### config.mk
export PLATFORM = sky130hd
export DESIGN_NAME = lamc_top
export DESIGN_NICKNAME = d
export VERILOG_FILES = /design/src/common/lamc_pkg.sv /design/src/rtl/lamc_top.sv /design/src/rtl/lamc_compare32.sv
export VERILOG_INCLUDE_DIRS = /design/src /design/src/common
export SDC_FILE = /design/constraint.sdc
export NUM_CORES = 1
export LEC_CHECK = 0
export BUFFER_PORTS_ARGS = -buffer_cell sky130_fd_sc_hd__buf_2
export CORE_ASPECT_RATIO = 1.4
export CORE_MARGIN = 5
export CORE_UTILIZATION = 65
export CTS_CLUSTER_DIAMETER = 80
export DETAILED_ROUTE_END_ITERATION = 6
export HOLD_SLACK_MARGIN = 0.02
export PLACE_DENSITY_LB_ADDON = 0.12
export SYNTH_ARGS = -nofsm -noshare
export SYNTH_HDL_FRONTEND = slang
export SYNTH_SLANG_ARGS = --single-unit
### constraint.sdc
create_clock -name I_CLK -period 4.3 [get_ports I_CLK]
set_input_delay 0.215 -clock I_CLK [delete_from_list [all_inputs] [get_ports I_CLK]]
set_output_delay 0.215 -clock I_CLK [all_outputs]
set_load 0.01 [all_outputs]
### src/common/lamc_params.svh
// Notes on behaviour
// - Multiply writes the signed product of the first and second source to the target.
// - Multiply and divide sources are signed 16-bit values from -32768 to 32767.
// - Source signs come from bit 15 and the 32-bit product carries its sign in bit 31.
// - A bit-device target takes only the designated nibble count of bits from bit 0 upward.
// - Divide writes quotient and remainder as 32 bits to a word target, only the 16-bit quotient to a bit target.
// - The quotient sits in the lower 16 bits and the remainder in the upper 16 bits.
// - Divide is signed and quotient and remainder each carry their sign in bit 15 of their own word.
// - A zero divisor raises an operation error and sets the error flag.
// - Multiply or divide aimed at an index register is an operation error with the error flag set.
// - Word copy moves all 16 source bits unchanged to the target.
// - A copied value stays in its target until a later transfer writes there.
// - A 32-bit comparison is a contact that turns on while its relation holds, or in the parallel form while the preceding contact is on.
// - Six relations in load, series and parallel forms give 18 comparison variants.
// - Comparison operands are signed two's complement, so bit 31 set means negative.
// - The series form is evaluated only while the preceding contact is on; the others every scan.
`ifndef LAMC_PARAMS_SVH
`define LAMC_PARAMS_SVH
`define LAMC_W16        16
`define LAMC_W32        32
`define LAMC_NIB_W      4
`define LAMC_NIB_MAX    3'h4
`define LAMC_NIB_MAX32  4'h8
`define LAMC_ZERO16     16'h0000
`define LAMC_ZERO32     32'h0000_0000
`define LAMC_MASK16     32'h0000_FFFF
`define LAMC_MASK32     32'hFFFF_FFFF
`define LAMC_NIB_ONE    3'h1
`define LAMC_MASK_NIB1  32'h0000_000F
`define LAMC_PROD_MAX   32'h4000_0000
`define LAMC_PROD_MIN   32'hC000_8000
`endif

### src/common/lamc_pkg.sv
package lamc_pkg;
	typedef enum logic [1:0] {
		LAMC_OP_MUL,
		LAMC_OP_DIV,
		LAMC_OP_MOVE,
		LAMC_OP_CMP
	} lamc_op_e;
	typedef enum logic [2:0] {
		LAMC_REL_EQ,
		LAMC_REL_NE,
		LAMC_REL_GT,
		LAMC_REL_LE,
		LAMC_REL_LT,
		LAMC_REL_GE
	} lamc_rel_e;
	typedef enum logic [1:0] {
		LAMC_FORM_LOAD,
		LAMC_FORM_SERIES,
		LAMC_FORM_PARALLEL
	} lamc_form_e;
	typedef struct packed {
		lamc_op_e    op;
		logic        pulse;
		lamc_rel_e   rel;
		lamc_form_e  form;
		logic        tgt_bits;
		logic        tgt_index;
		logic [2:0]  nibbles;
	} lamc_cmd_s;
	typedef struct packed {
		logic        valid;
		logic [31:0] data;
		logic [31:0] mask;
	} lamc_res_s;
endpackage

### src/rtl/lamc_top.sv
`include "lamc_params.svh"
module lamc_top (
	input  wire logic               I_CLK,
	input  wire logic               I_SYS_RST,
	input  wire logic               I_EXEC_EN,
	input  wire lamc_pkg::lamc_cmd_s I_CMD,
	input  wire logic signed [31:0] I_FIRST_SOURCE,
	input  wire logic signed [31:0] I_SECOND_SOURCE,
	input  wire logic               I_PREV_CONTACT,
	input  wire logic               I_ERR_CLEAR,
	output lamc_pkg::lamc_res_s     O_RESULT,
	output logic                    O_CONTACT,
	output logic                    O_ERROR_FLAG_PRIMARY,
	output logic                    O_ERROR_FLAG_LATCHED,
	output logic [15:0]             O_HELD_WORD
);
	// ------------------------------
	// Execution condition
	// ------------------------------
	// Edge detector resets low, the idle level, so no false pulse follows reset
	logic en_d;
	always_ff @(posedge I_CLK or posedge I_SYS_RST) begin
		if (I_SYS_RST) en_d <= 1'b0;
		else           en_d <= I_EXEC_EN;
	end
	// plain each scan, pulse on edge
	wire fire_w = I_CMD.pulse ? (I_EXEC_EN && !en_d) : I_EXEC_EN;

	// ------------------------------
	// Arithmetic
	// ------------------------------
	// Upper source halves are ignored by arithmetic and copy
	// sources as signed 16-bit
	wire signed [15:0] a16 = I_FIRST_SOURCE[15:0];
	wire signed [15:0] b16 = I_SECOND_SOURCE[15:0];
	// signs from bit 15, product bit 31
	wire signed [31:0] prod_w = a16 * b16;
	// Overflow case -32768 / -1 wraps to -32768; no error is raised for it
	wire signed [15:0] quot_w = (b16 == `LAMC_ZERO16) ? `LAMC_ZERO16 : 16'(a16 / b16);
	wire signed [15:0] rem_w = (b16 == `LAMC_ZERO16) ? `LAMC_ZERO16 : 16'(a16 % b16);
	wire is_mul  = I_CMD.op == lamc_pkg::LAMC_OP_MUL;
	wire is_div  = I_CMD.op == lamc_pkg::LAMC_OP_DIV;
	wire is_move = I_CMD.op == lamc_pkg::LAMC_OP_MOVE;
	wire arith_w = is_mul || is_div;
	wire div0_w = is_div && (b16 == `LAMC_ZERO16);
	wire idx_w  = arith_w && I_CMD.tgt_index;
	wire err_w  = fire_w && (div0_w || idx_w);

	// ------------------------------
	// Target width mask
	// ------------------------------
	// nibble count from bit 0
	logic [31:0] bitmask_w;
	genvar gi;
	generate
		for (gi = 0; gi < `LAMC_W32; gi = gi + 1) begin : g_mask
			assign bitmask_w[gi] = (gi / `LAMC_NIB_W) < 32'(I_CMD.nibbles);
		end
	endgenerate
	wire [31:0] div_word_w = {rem_w, quot_w};
	wire [31:0] raw_w = is_mul ? prod_w : is_div ? div_word_w : {`LAMC_ZERO16, I_FIRST_SOURCE[15:0]};
	// Word targets: product is 32 bits, copy only 16
	wire [31:0] wmask_w     = is_mul ? `LAMC_MASK32 : `LAMC_MASK16;
	// bit target gets quotient only
	// Remainder never reaches bit targets, even with more nibbles
	wire [31:0] div_bmask_w = bitmask_w & `LAMC_MASK16;
	wire [31:0] bit_mask_w  = is_div ? div_bmask_w : (bitmask_w & wmask_w);
	wire [31:0] word_mask_w = is_div ? `LAMC_MASK32 : wmask_w;
	wire [31:0] mask_w      = I_CMD.tgt_bits ? bit_mask_w : word_mask_w;
	wire do_write_w = fire_w && (arith_w || is_move) && !err_w;

	// ------------------------------
	// Result and flags
	// ------------------------------
	// Mask tells the engine which target bits to overwrite
	logic [15:0] held;
	always_ff @(posedge I_CLK or posedge I_SYS_RST) begin
		if (I_SYS_RST) begin
			O_RESULT <= '0;
		end else begin
			O_RESULT.valid <= do_write_w;
			O_RESULT.data  <= do_write_w ? (raw_w & mask_w) : `LAMC_ZERO32;
			O_RESULT.mask  <= do_write_w ? mask_w : `LAMC_ZERO32;
		end
	end
	always_ff @(posedge I_CLK or posedge I_SYS_RST) begin
		if (I_SYS_RST)                   held <= `LAMC_ZERO16;
		else if (do_write_w && is_move)  held <= I_FIRST_SOURCE[15:0];
	end
	assign O_HELD_WORD = held;
	always_ff @(posedge I_CLK or posedge I_SYS_RST) begin
		if (I_SYS_RST) begin
			O_ERROR_FLAG_PRIMARY <= 1'b0;
			O_ERROR_FLAG_LATCHED <= 1'b0;
		end else begin
			O_ERROR_FLAG_PRIMARY <= err_w;
			// Set wins over clear
			O_ERROR_FLAG_LATCHED <= err_w || (O_ERROR_FLAG_LATCHED && !I_ERR_CLEAR);
		end
	end

	// ------------------------------
	// Comparison contact
	// ------------------------------
	lamc_compare32 i_lamc_compare32 (
		.i_clk          (I_CLK),
		.i_rst          (I_SYS_RST),
		.i_first_source (I_FIRST_SOURCE),
		.i_second_source(I_SECOND_SOURCE),
		.i_rel          (I_CMD.rel),
		.i_form         (I_CMD.form),
		.i_prev         (I_PREV_CONTACT),
		.o_contact      (O_CONTACT)
	);

	// ------------------------------
	// Checks
	// ------------------------------
	AST_MUL: assert property (@(posedge I_CLK) disable iff (I_SYS_RST)
		(fire_w && is_mul && !I_CMD.tgt_bits && !I_CMD.tgt_index) |=> O_RESULT.valid
		&& O_RESULT.data == 32'($signed($past(I_FIRST_SOURCE[15:0])) * $signed($past(I_SECOND_SOURCE[15:0]))))
		else $error("product wrong");
	AST_DIV0: assert property (@(posedge I_CLK) disable iff (I_SYS_RST)
		(fire_w && is_div && b16 == `LAMC_ZERO16) |=> O_ERROR_FLAG_PRIMARY && O_ERROR_FLAG_LATCHED)
		else $error("zero divisor not flagged");
	AST_IDX: assert property (@(posedge I_CLK) disable iff (I_SYS_RST)
		(fire_w && arith_w && I_CMD.tgt_index) |=> O_ERROR_FLAG_PRIMARY)
		else $error("index target not flagged");
	AST_NOWR: assert property (@(posedge I_CLK) disable iff (I_SYS_RST)
		err_w |=> !O_RESULT.valid)
		else $error("write on error");
	AST_DIVW: assert property (@(posedge I_CLK) disable iff (I_SYS_RST)
		(do_write_w && is_div && !I_CMD.tgt_bits)
		|=> O_RESULT.data[15:0]
		== 16'($signed($past(I_FIRST_SOURCE[15:0])) / $signed($past(I_SECOND_SOURCE[15:0])))
		&& O_RESULT.data[31:16]
		== 16'($signed($past(I_FIRST_SOURCE[15:0])) % $signed($past(I_SECOND_SOURCE[15:0]))))
		else $error("divide layout wrong");
	AST_BITS: assert property (@(posedge I_CLK) disable iff (I_SYS_RST)
		(do_write_w && I_CMD.tgt_bits && I_CMD.nibbles == `LAMC_NIB_ONE) |=> O_RESULT.mask == `LAMC_MASK_NIB1)
		else $error("nibble mask wrong");
	AST_MOVE: assert property (@(posedge I_CLK) disable iff (I_SYS_RST)
		(do_write_w && is_move) |=> O_HELD_WORD == $past(I_FIRST_SOURCE[15:0]))
		else $error("copy wrong");
	AST_HOLD: assert property (@(posedge I_CLK) disable iff (I_SYS_RST)
		!(do_write_w && is_move) |=> $stable(O_HELD_WORD))
		else $error("held word changed");
	AST_PULSE: assert property (@(posedge I_CLK) disable iff (I_SYS_RST)
		(I_CMD.pulse && en_d && I_EXEC_EN && !err_w) |=> !O_RESULT.valid)
		else $error("pulse form repeated");
	AST_SERIES: assert property (@(posedge I_CLK) disable iff (I_SYS_RST)
		(I_CMD.form == lamc_pkg::LAMC_FORM_SERIES && !I_PREV_CONTACT) |=> !O_CONTACT)
		else $error("series contact on without predecessor");
	AST_SIGN: assert property (@(posedge I_CLK) disable iff (I_SYS_RST)
		(I_CMD.form == lamc_pkg::LAMC_FORM_LOAD && I_CMD.rel == lamc_pkg::LAMC_REL_LT
		&& I_FIRST_SOURCE[31] && !I_SECOND_SOURCE[31]) |=> O_CONTACT)
		else $error("negative not less");

	// ------------------------------
	// Checks on results, flags and contact
	// ------------------------------
	AST_MULSGN: assert property (@(posedge I_CLK) disable iff (I_SYS_RST)
		(fire_w && is_mul && !I_CMD.tgt_bits && !I_CMD.tgt_index
		&& I_FIRST_SOURCE[15:0] != `LAMC_ZERO16 && I_SECOND_SOURCE[15:0] != `LAMC_ZERO16)
		|=> O_RESULT.data[31] == ($past(I_FIRST_SOURCE[15]) ^ $past(I_SECOND_SOURCE[15])))
		else $error("product sign wrong");
	AST_RANGE: assert property (@(posedge I_CLK) disable iff (I_SYS_RST)
		(fire_w && is_mul && !I_CMD.tgt_bits && !I_CMD.tgt_index)
		|=> $signed(O_RESULT.data) <= $signed(`LAMC_PROD_MAX)
		&& $signed(O_RESULT.data) >= $signed(`LAMC_PROD_MIN))
		else $error("product outside signed range");
	AST_DIVBIT: assert property (@(posedge I_CLK) disable iff (I_SYS_RST)
		(do_write_w && is_div && I_CMD.tgt_bits)
		|=> O_RESULT.mask[31:16] == `LAMC_ZERO16 && O_RESULT.data[31:16] == `LAMC_ZERO16)
		else $error("remainder reached bit target");
	AST_REMSGN: assert property (@(posedge I_CLK) disable iff (I_SYS_RST)
		(do_write_w && is_div && !I_CMD.tgt_bits)
		|=> O_RESULT.data[31:16] == `LAMC_ZERO16 || O_RESULT.data[31] == $past(I_FIRST_SOURCE[15]))
		else $error("remainder sign wrong");
	AST_MOVEW: assert property (@(posedge I_CLK) disable iff (I_SYS_RST)
		(do_write_w && is_move && !I_CMD.tgt_bits)
		|=> O_RESULT.mask == `LAMC_MASK16 && O_RESULT.data == {`LAMC_ZERO16, $past(I_FIRST_SOURCE[15:0])})
		else $error("word copy wrong");
	AST_NIBMAX: assert property (@(posedge I_CLK) disable iff (I_SYS_RST)
		(do_write_w && I_CMD.tgt_bits && I_CMD.nibbles == `LAMC_NIB_MAX)
		|=> O_RESULT.mask == `LAMC_MASK16)
		else $error("four nibble mask wrong");
	AST_PLAIN: assert property (@(posedge I_CLK) disable iff (I_SYS_RST)
		(!I_CMD.pulse && I_EXEC_EN && (arith_w || is_move) && !err_w)
		|=> O_RESULT.valid)
		else $error("plain form skipped a scan");
	AST_CMPNW: assert property (@(posedge I_CLK) disable iff (I_SYS_RST)
		(I_CMD.op == lamc_pkg::LAMC_OP_CMP)
		|=> !O_RESULT.valid)
		else $error("comparison wrote a result");
	AST_PAR: assert property (@(posedge I_CLK) disable iff (I_SYS_RST)
		(I_CMD.form == lamc_pkg::LAMC_FORM_PARALLEL && I_PREV_CONTACT)
		|=> O_CONTACT)
		else $error("parallel contact dropped predecessor");
	AST_DIVOK: assert property (@(posedge I_CLK) disable iff (I_SYS_RST)
		(fire_w && is_div && b16 != `LAMC_ZERO16 && !I_CMD.tgt_index)
		|=> !O_ERROR_FLAG_PRIMARY)
		else $error("error on legal divide");
	AST_STICKY: assert property (@(posedge I_CLK) disable iff (I_SYS_RST)
		(O_ERROR_FLAG_LATCHED && !I_ERR_CLEAR)
		|=> O_ERROR_FLAG_LATCHED)
		else $error("latched error lost");
	AST_CLR: assert property (@(posedge I_CLK) disable iff (I_SYS_RST)
		(I_ERR_CLEAR && !err_w)
		|=> !O_ERROR_FLAG_LATCHED)
		else $error("latched error not cleared");
	AST_IDXW: assert property (@(posedge I_CLK) disable iff (I_SYS_RST)
		(fire_w && arith_w && I_CMD.tgt_index)
		|=> !O_RESULT.valid)
		else $error("index target written");
endmodule

### src/rtl/lamc_compare32.sv
`include "lamc_params.svh"
module lamc_compare32 (
	input  wire logic                 i_clk,
	input  wire logic                 i_rst,
	input  wire logic signed [31:0]   i_first_source,
	input  wire logic signed [31:0]   i_second_source,
	input  wire lamc_pkg::lamc_rel_e  i_rel,
	input  wire lamc_pkg::lamc_form_e i_form,
	input  wire logic                 i_prev,
	output logic                      o_contact
);
	// ------------------------------
	// Relation select
	// ------------------------------
	// signed operand compare
	wire eq_w = i_first_source == i_second_source;
	wire lt_w = i_first_source < i_second_source;
	logic rel_w;
	always_comb begin
		unique case (i_rel)
			lamc_pkg::LAMC_REL_EQ: rel_w = eq_w;
			lamc_pkg::LAMC_REL_NE: rel_w = !eq_w;
			lamc_pkg::LAMC_REL_GT: rel_w = !eq_w && !lt_w;
			lamc_pkg::LAMC_REL_LE: rel_w = eq_w || lt_w;
			lamc_pkg::LAMC_REL_LT: rel_w = lt_w;
			lamc_pkg::LAMC_REL_GE: rel_w = !lt_w;
			default:               rel_w = 1'b0;
		endcase
	end
	wire series_w = i_form == lamc_pkg::LAMC_FORM_SERIES;
	wire par_w    = i_form == lamc_pkg::LAMC_FORM_PARALLEL;
	// load follows relation; series ANDs, parallel ORs it with predecessor
	wire next_contact = series_w ? (i_prev && rel_w) : par_w ? (i_prev || rel_w) : rel_w;
	always_ff @(posedge i_clk or posedge i_rst) begin
		if (i_rst) o_contact <= 1'b0;
		else       o_contact <= next_contact;
	end
endmodule

==> flow_summary.yaml, run 1 <==
outcome:
  status: "stopped before the end"
  haltStage: "global routing"
  tool.error: "[ERROR GRT-0116] Global routing finished with congestion. Check the congestion regions in the DRC Viewer."
clock_tree:
  numCtsBuffers: 9
  cts_buffer_depth: 2
  htreeDepth: 3
  root_buffer: "clkbuf_16"
  clkSinkCount: 61
placed_design:
  port_buffers: 165
  gp_congestion: 1.123
  hpwlAfterDp_um: 86450
floorplan:
  die_x_um: 169.5
  floorplan.rows: 81
  die_h_um: 233.2
  pin_count: 166
  initial_utilization_pct: 65.99
synthesis:
  synth-compound-area-share_pct: 19.58
  syn-num-nets: 3531
  synth_top_family_by_area: "adder cells"
  synthSimpleGateAreaFrac_pct: 19.71
  netlist_area_mm2: 0.02314
  synth_mux_area_share_pct: 2.233
  synthArstFlopShare_pct: 100.0
  synthAdderAreaFrac_pct: 37.41
  syn_avg_cell_area_um2: 7.938
  yosysUniqueCellTypes: 96
  synth_xor_xnor_area_share_pct: 5.640
  synthFlopType: "dfrtp_1"
  ys_ff_latch: 61
  synth_top_cell_area_share_pct: 22.75
  yosys_warnings: 0
  synth_edf_count: 0
  netlist_top_cells_area: "fa_1, ha_1, dfrtp_1, inv_1, nand2_1"
  synth.yosys.seq_area_share_pct: 6.597
  synth_area_leader_cell: "fa_1"
  netlist_instances: 2915
global_routing:
  grt.total_usage_pct: 85.65
  overflow: 373
  grt_pass1_vias: 40280
  grt_pass1_wl_um: 262700
  grt_max_degree: 62
-- synth_stat cells, types with 27 or more instances --
library cell  count
nand3_1          54
o21a_1           47
a21o_1           56
clkbuf_1         89
a21oi_1         163
dfrtp_1          61
o21ai_0         109
a31oi_1          29
ha_1            271
or3_1            32
nand2_1         289
nor3_1           70
inv_1           376
nand2b_1         44
xnor2_1          89
nor2_1          216
fa_1            263
nand4_1          27
o211ai_1         43
a211oi_1         37
xor2_1           60
and2_1           72
-- cells by family after synthesis --
group / Yosys count
compound gates: 673
xor+xnor: 149
fa+ha+maj: 534
buf+inv: 515
flops: 61
mux: 48
simple gates: 935
-- per-layer routing --
| metal | global-route usage (%) | overflow |
|---|---|---|
| met1 | 81.98 | 10 |
| met2 | 98.70 | 222 |
| met3 | 77.06 | 9 |
| met4 | 89.48 | 132 |
| met5 | 40.41 | 0 |
-- through the flow --
step | worst slack (ns) | setup TNS (ns) | instances | instance area, µm²
3_5_place_dp | -24.15 | -759.24 | 4250 | 31180
3_3_place_gp | -22.78 | -718.01 | 4250 | 31180
2_1_floorplan | -24.08 | -755.58 | 2915 | 24170
4_1_cts | -22.41 | -706.64 | 4365 | 33240
-- what timing repair did --
action | in CTS
cloned | 1
gates resized for setup | 234
pin swaps | 157
hold buffers | 0
endpoints found under the setup margin | 32
buffers inserted | 99
==> inputs of run 2 (changes only) <==
--- a/config.mk
+++ b/config.mk
@@ -7,13 +7,10 @@
 export NUM_CORES = 1
 export LEC_CHECK = 0
 export BUFFER_PORTS_ARGS = -buffer_cell sky130_fd_sc_hd__buf_2
-export CORE_ASPECT_RATIO = 1.4
 export CORE_MARGIN = 5
-export CORE_UTILIZATION = 65
-export CTS_CLUSTER_DIAMETER = 80
+export CORE_UTILIZATION = 40
 export DETAILED_ROUTE_END_ITERATION = 6
-export HOLD_SLACK_MARGIN = 0.02
-export PLACE_DENSITY_LB_ADDON = 0.12
+export PLACE_DENSITY_LB_ADDON = 0.15
 export SYNTH_ARGS = -nofsm -noshare
 export SYNTH_HDL_FRONTEND = slang
 export SYNTH_SLANG_ARGS = --single-unit
==> run 2 against run 1 <==
The flow now finishes, with violations (setup timing). Area after synthesis is the same. Synthesized cell count is the same.
==> flow_summary.yaml, run 2 <==
outcome:
  status: "finished, violations left"
  failed_checks: "setup timing"
setup_path:
  r2r-start: "en_d"
  critical_path_required_ns: 4.54
  cp-startpoint: "I_SECOND_SOURCE[0]"
  cpMostUsedCell: "ha_4"
  critical_path.slowest_cell: "or4_4"
  crit_fanout: 6
  startpoint_type: "input port"
  max_stage_delay_ns: 0.56
  endpoint_kind: "register"
  critPathArrivalTime_ns: 27.52
  critPathKind: "in -> reg"
drt:
  drc: 0
  drtIter0Drc: 1956
  drtPass1Iterations: 7
  vias: 26590
  wire_per_inst_um: 22.47
  drt-vias-per-instance: 5.549
  wl_um: 107700
  detail-route-antenna-nets: 0
placed_design:
  port_buffers: 165
  gp_congestion: 1.028
  hpwlAfterDp_um: 86470
  place_area_mm2: 0.03201
layout:
  mostFrequentLayoutCells: "buf_4, inv_1, nand2_1"
  area_delta_synth_final_pct: 54.49
  drive_above_1_share_pct: 42.11
  design_area_mm2: 0.03575
  final_common_cell: "buf_4"
  largest_reg_flops: 41
  fin_nets: 4636
  regMostFlops: "O_RESULT"
sta:
  slew_violations: 0
  fin_ws_ns: -22.98
  post-route-period-util_pct: 634.4
  rsz0062_at_grt: "true"
  worst-slew-pin-transition_ns: 1.187
  finClkSkew_ns: 0.01597
  layout_min_cycle_time_ns: 27.28
  finalHoldViolations: 0
  hold_ws_ns: 0.02490
  max_freq_mhz: 36.66
  setup_viol: 32
  slew_headroom_pct: 20.04
floorplan:
  die_h_um: 250.5
  pin_count: 166
  coreArea_mm2: 0.05748
  die_x_um: 250.5
  initial_utilization_pct: 40.26
  dieArea_mm2: 0.06276
  floorplan.rows: 88
synthesis:
  synth_top_cell_area_share_pct: 22.75
  yosys-top-cells-count: "inv_1, nand2_1, ha_1"
  yosys.cell_count.top_type: "inv_1"
  synthAdderAreaFrac_pct: 37.41
  yosysUniqueCellTypes: 96
  synth_top_family_by_area: "adder cells"
  syn_avg_cell_area_um2: 7.938
  synth_xor_xnor_area_share_pct: 5.640
  synth-compound-area-share_pct: 19.58
  ys_ff_latch: 61
  yosys_warnings: 0
  netlist_instances: 2915
  synth_edf_count: 0
  synthSimpleGateAreaFrac_pct: 19.71
  synth_mux_area_share_pct: 2.233
  synth_area_leader_cell: "fa_1"
  syn-num-nets: 3531
  synthArstFlopShare_pct: 100.0
  synth.yosys.seq_area_share_pct: 6.597
  synthFlopType: "dfrtp_1"
  netlist_top_cells_area: "fa_1, ha_1, dfrtp_1, inv_1, nand2_1"
  netlist_area_mm2: 0.02314
hold_path:
  min_from: "I_EXEC_EN"
  hold_class: "in -> reg"
global_routing:
  grt_pass1_wl_um: 161300
  grt.total_usage_pct: 33.04
  overflow: 0
  grt_pass1_vias: 27290
  antenna_found_initial: 6
  grt_max_degree: 40
clock_tree:
  cts_buffer_depth: 2
  cts_tree: "built"
  clock_latency_ns: 0.38
  numCtsBuffers: 9
  clk_pin_slew_ns: 0.07
  root_buffer: "clkbuf_16"
  htreeDepth: 3
  clkSinkCount: 61
power_and_ir_drop:
  peakVddDrop_mv: 1.147
  p_leak_uw: 0.01770
  pwr_density_cell_mw_per_mm2: 839.9
job:
  max-cap-violations: 0
-- run 2: power by group --
group | internal (µW) | switching, µW | leakage, µW | total, µW
registers | 658 | 56.7 | 0.000805 | 715
clock network | 510 | 375 | 0.000152 | 885
logic | 14100 | 14400 | 0.0167 | 28400
-- run 2: final cells by class --
class	instances	area, µm²
clock buffers	9	225.2
well taps	765	957.2
fillers	5148	21730
diodes	2	5.005
clock inverters	7	97.59
repair buffers	1228	9076
multi-input cells	2339	22420
inverters	381	1444
flip-flops and latches	61	1526
-- run 2: repair_timing --
item	4_1_cts	5_1_grt
endpoints found under the hold margin	29	0
resized for setup	289	165
cloned	0	2
endpoints found under the setup margin	32	32
hold buffers	1	0
pin swaps	190	181
setup buffers	92	71
-- run 2: final timing paths --
check / to / slack, ns / depth (start not counted)
max: O_RESULT[60] / -22.98 / 143
min: en_d / 0.02 / 1
max reg2reg: O_RESULT[63] / 1.53 / 7
min reg2reg: O_ERROR_FLAG_LATCHED / 0.49 / 1
max in group asynchronous: O_RESULT[56] / 2.82 / 4
min in group asynchronous: O_RESULT[39] / 0.48 / 3
-- run 2: worst max-delay path: cells and delay by family --
kind	cells	cell delay (ns)
muxes	3	0.86
AOI/OAI and AO/OA	59	11.90
and+or+nand+nor	41	7.08
buffers and inverters	22	2.92
xor gates and xnor gates	2	0.32
adders and majority gates	16	4.17
-- run 2: per-layer routing --
layer	global-route usage, %	routed length [µm]	part of all wire [%]
met1	44.39	45650	42
met2	53.85	49880	46
met3	4.880	7268	6.7
met4	12.96	4874	4.5
met5	0	21	0.019
-- run 2: metrics by stage --
step           setup WS (ns)  total power [µW]  utilization (%)  cells  TNS (ns)
2_1_floorplan         -24.08             15200                -   2915   -755.58
3_3_place_gp          -23.99             26060            55.69   4618   -757.54
3_5_place_dp          -24.35             26310            55.69   4618   -769.44
4_1_cts               -22.58             28930            59.83   4725   -710.46
5_1_grt               -24.04             32510            62.19   4790   -757.80
6_report              -22.98             30030            62.20   4792   -723.88
-- run 2: kinds of logic after synthesis --
logic type               Yosys count
AND/OR/NAND/NOR                  935
AO/OA/AOI/OAI                    673
XOR/XNOR                         149
adder cells (fa/ha/maj)          534
flip-flops                        61
buffers and inverters            515
multiplexers                      48
No activity file was read; power rests on OpenSTA's default activity.
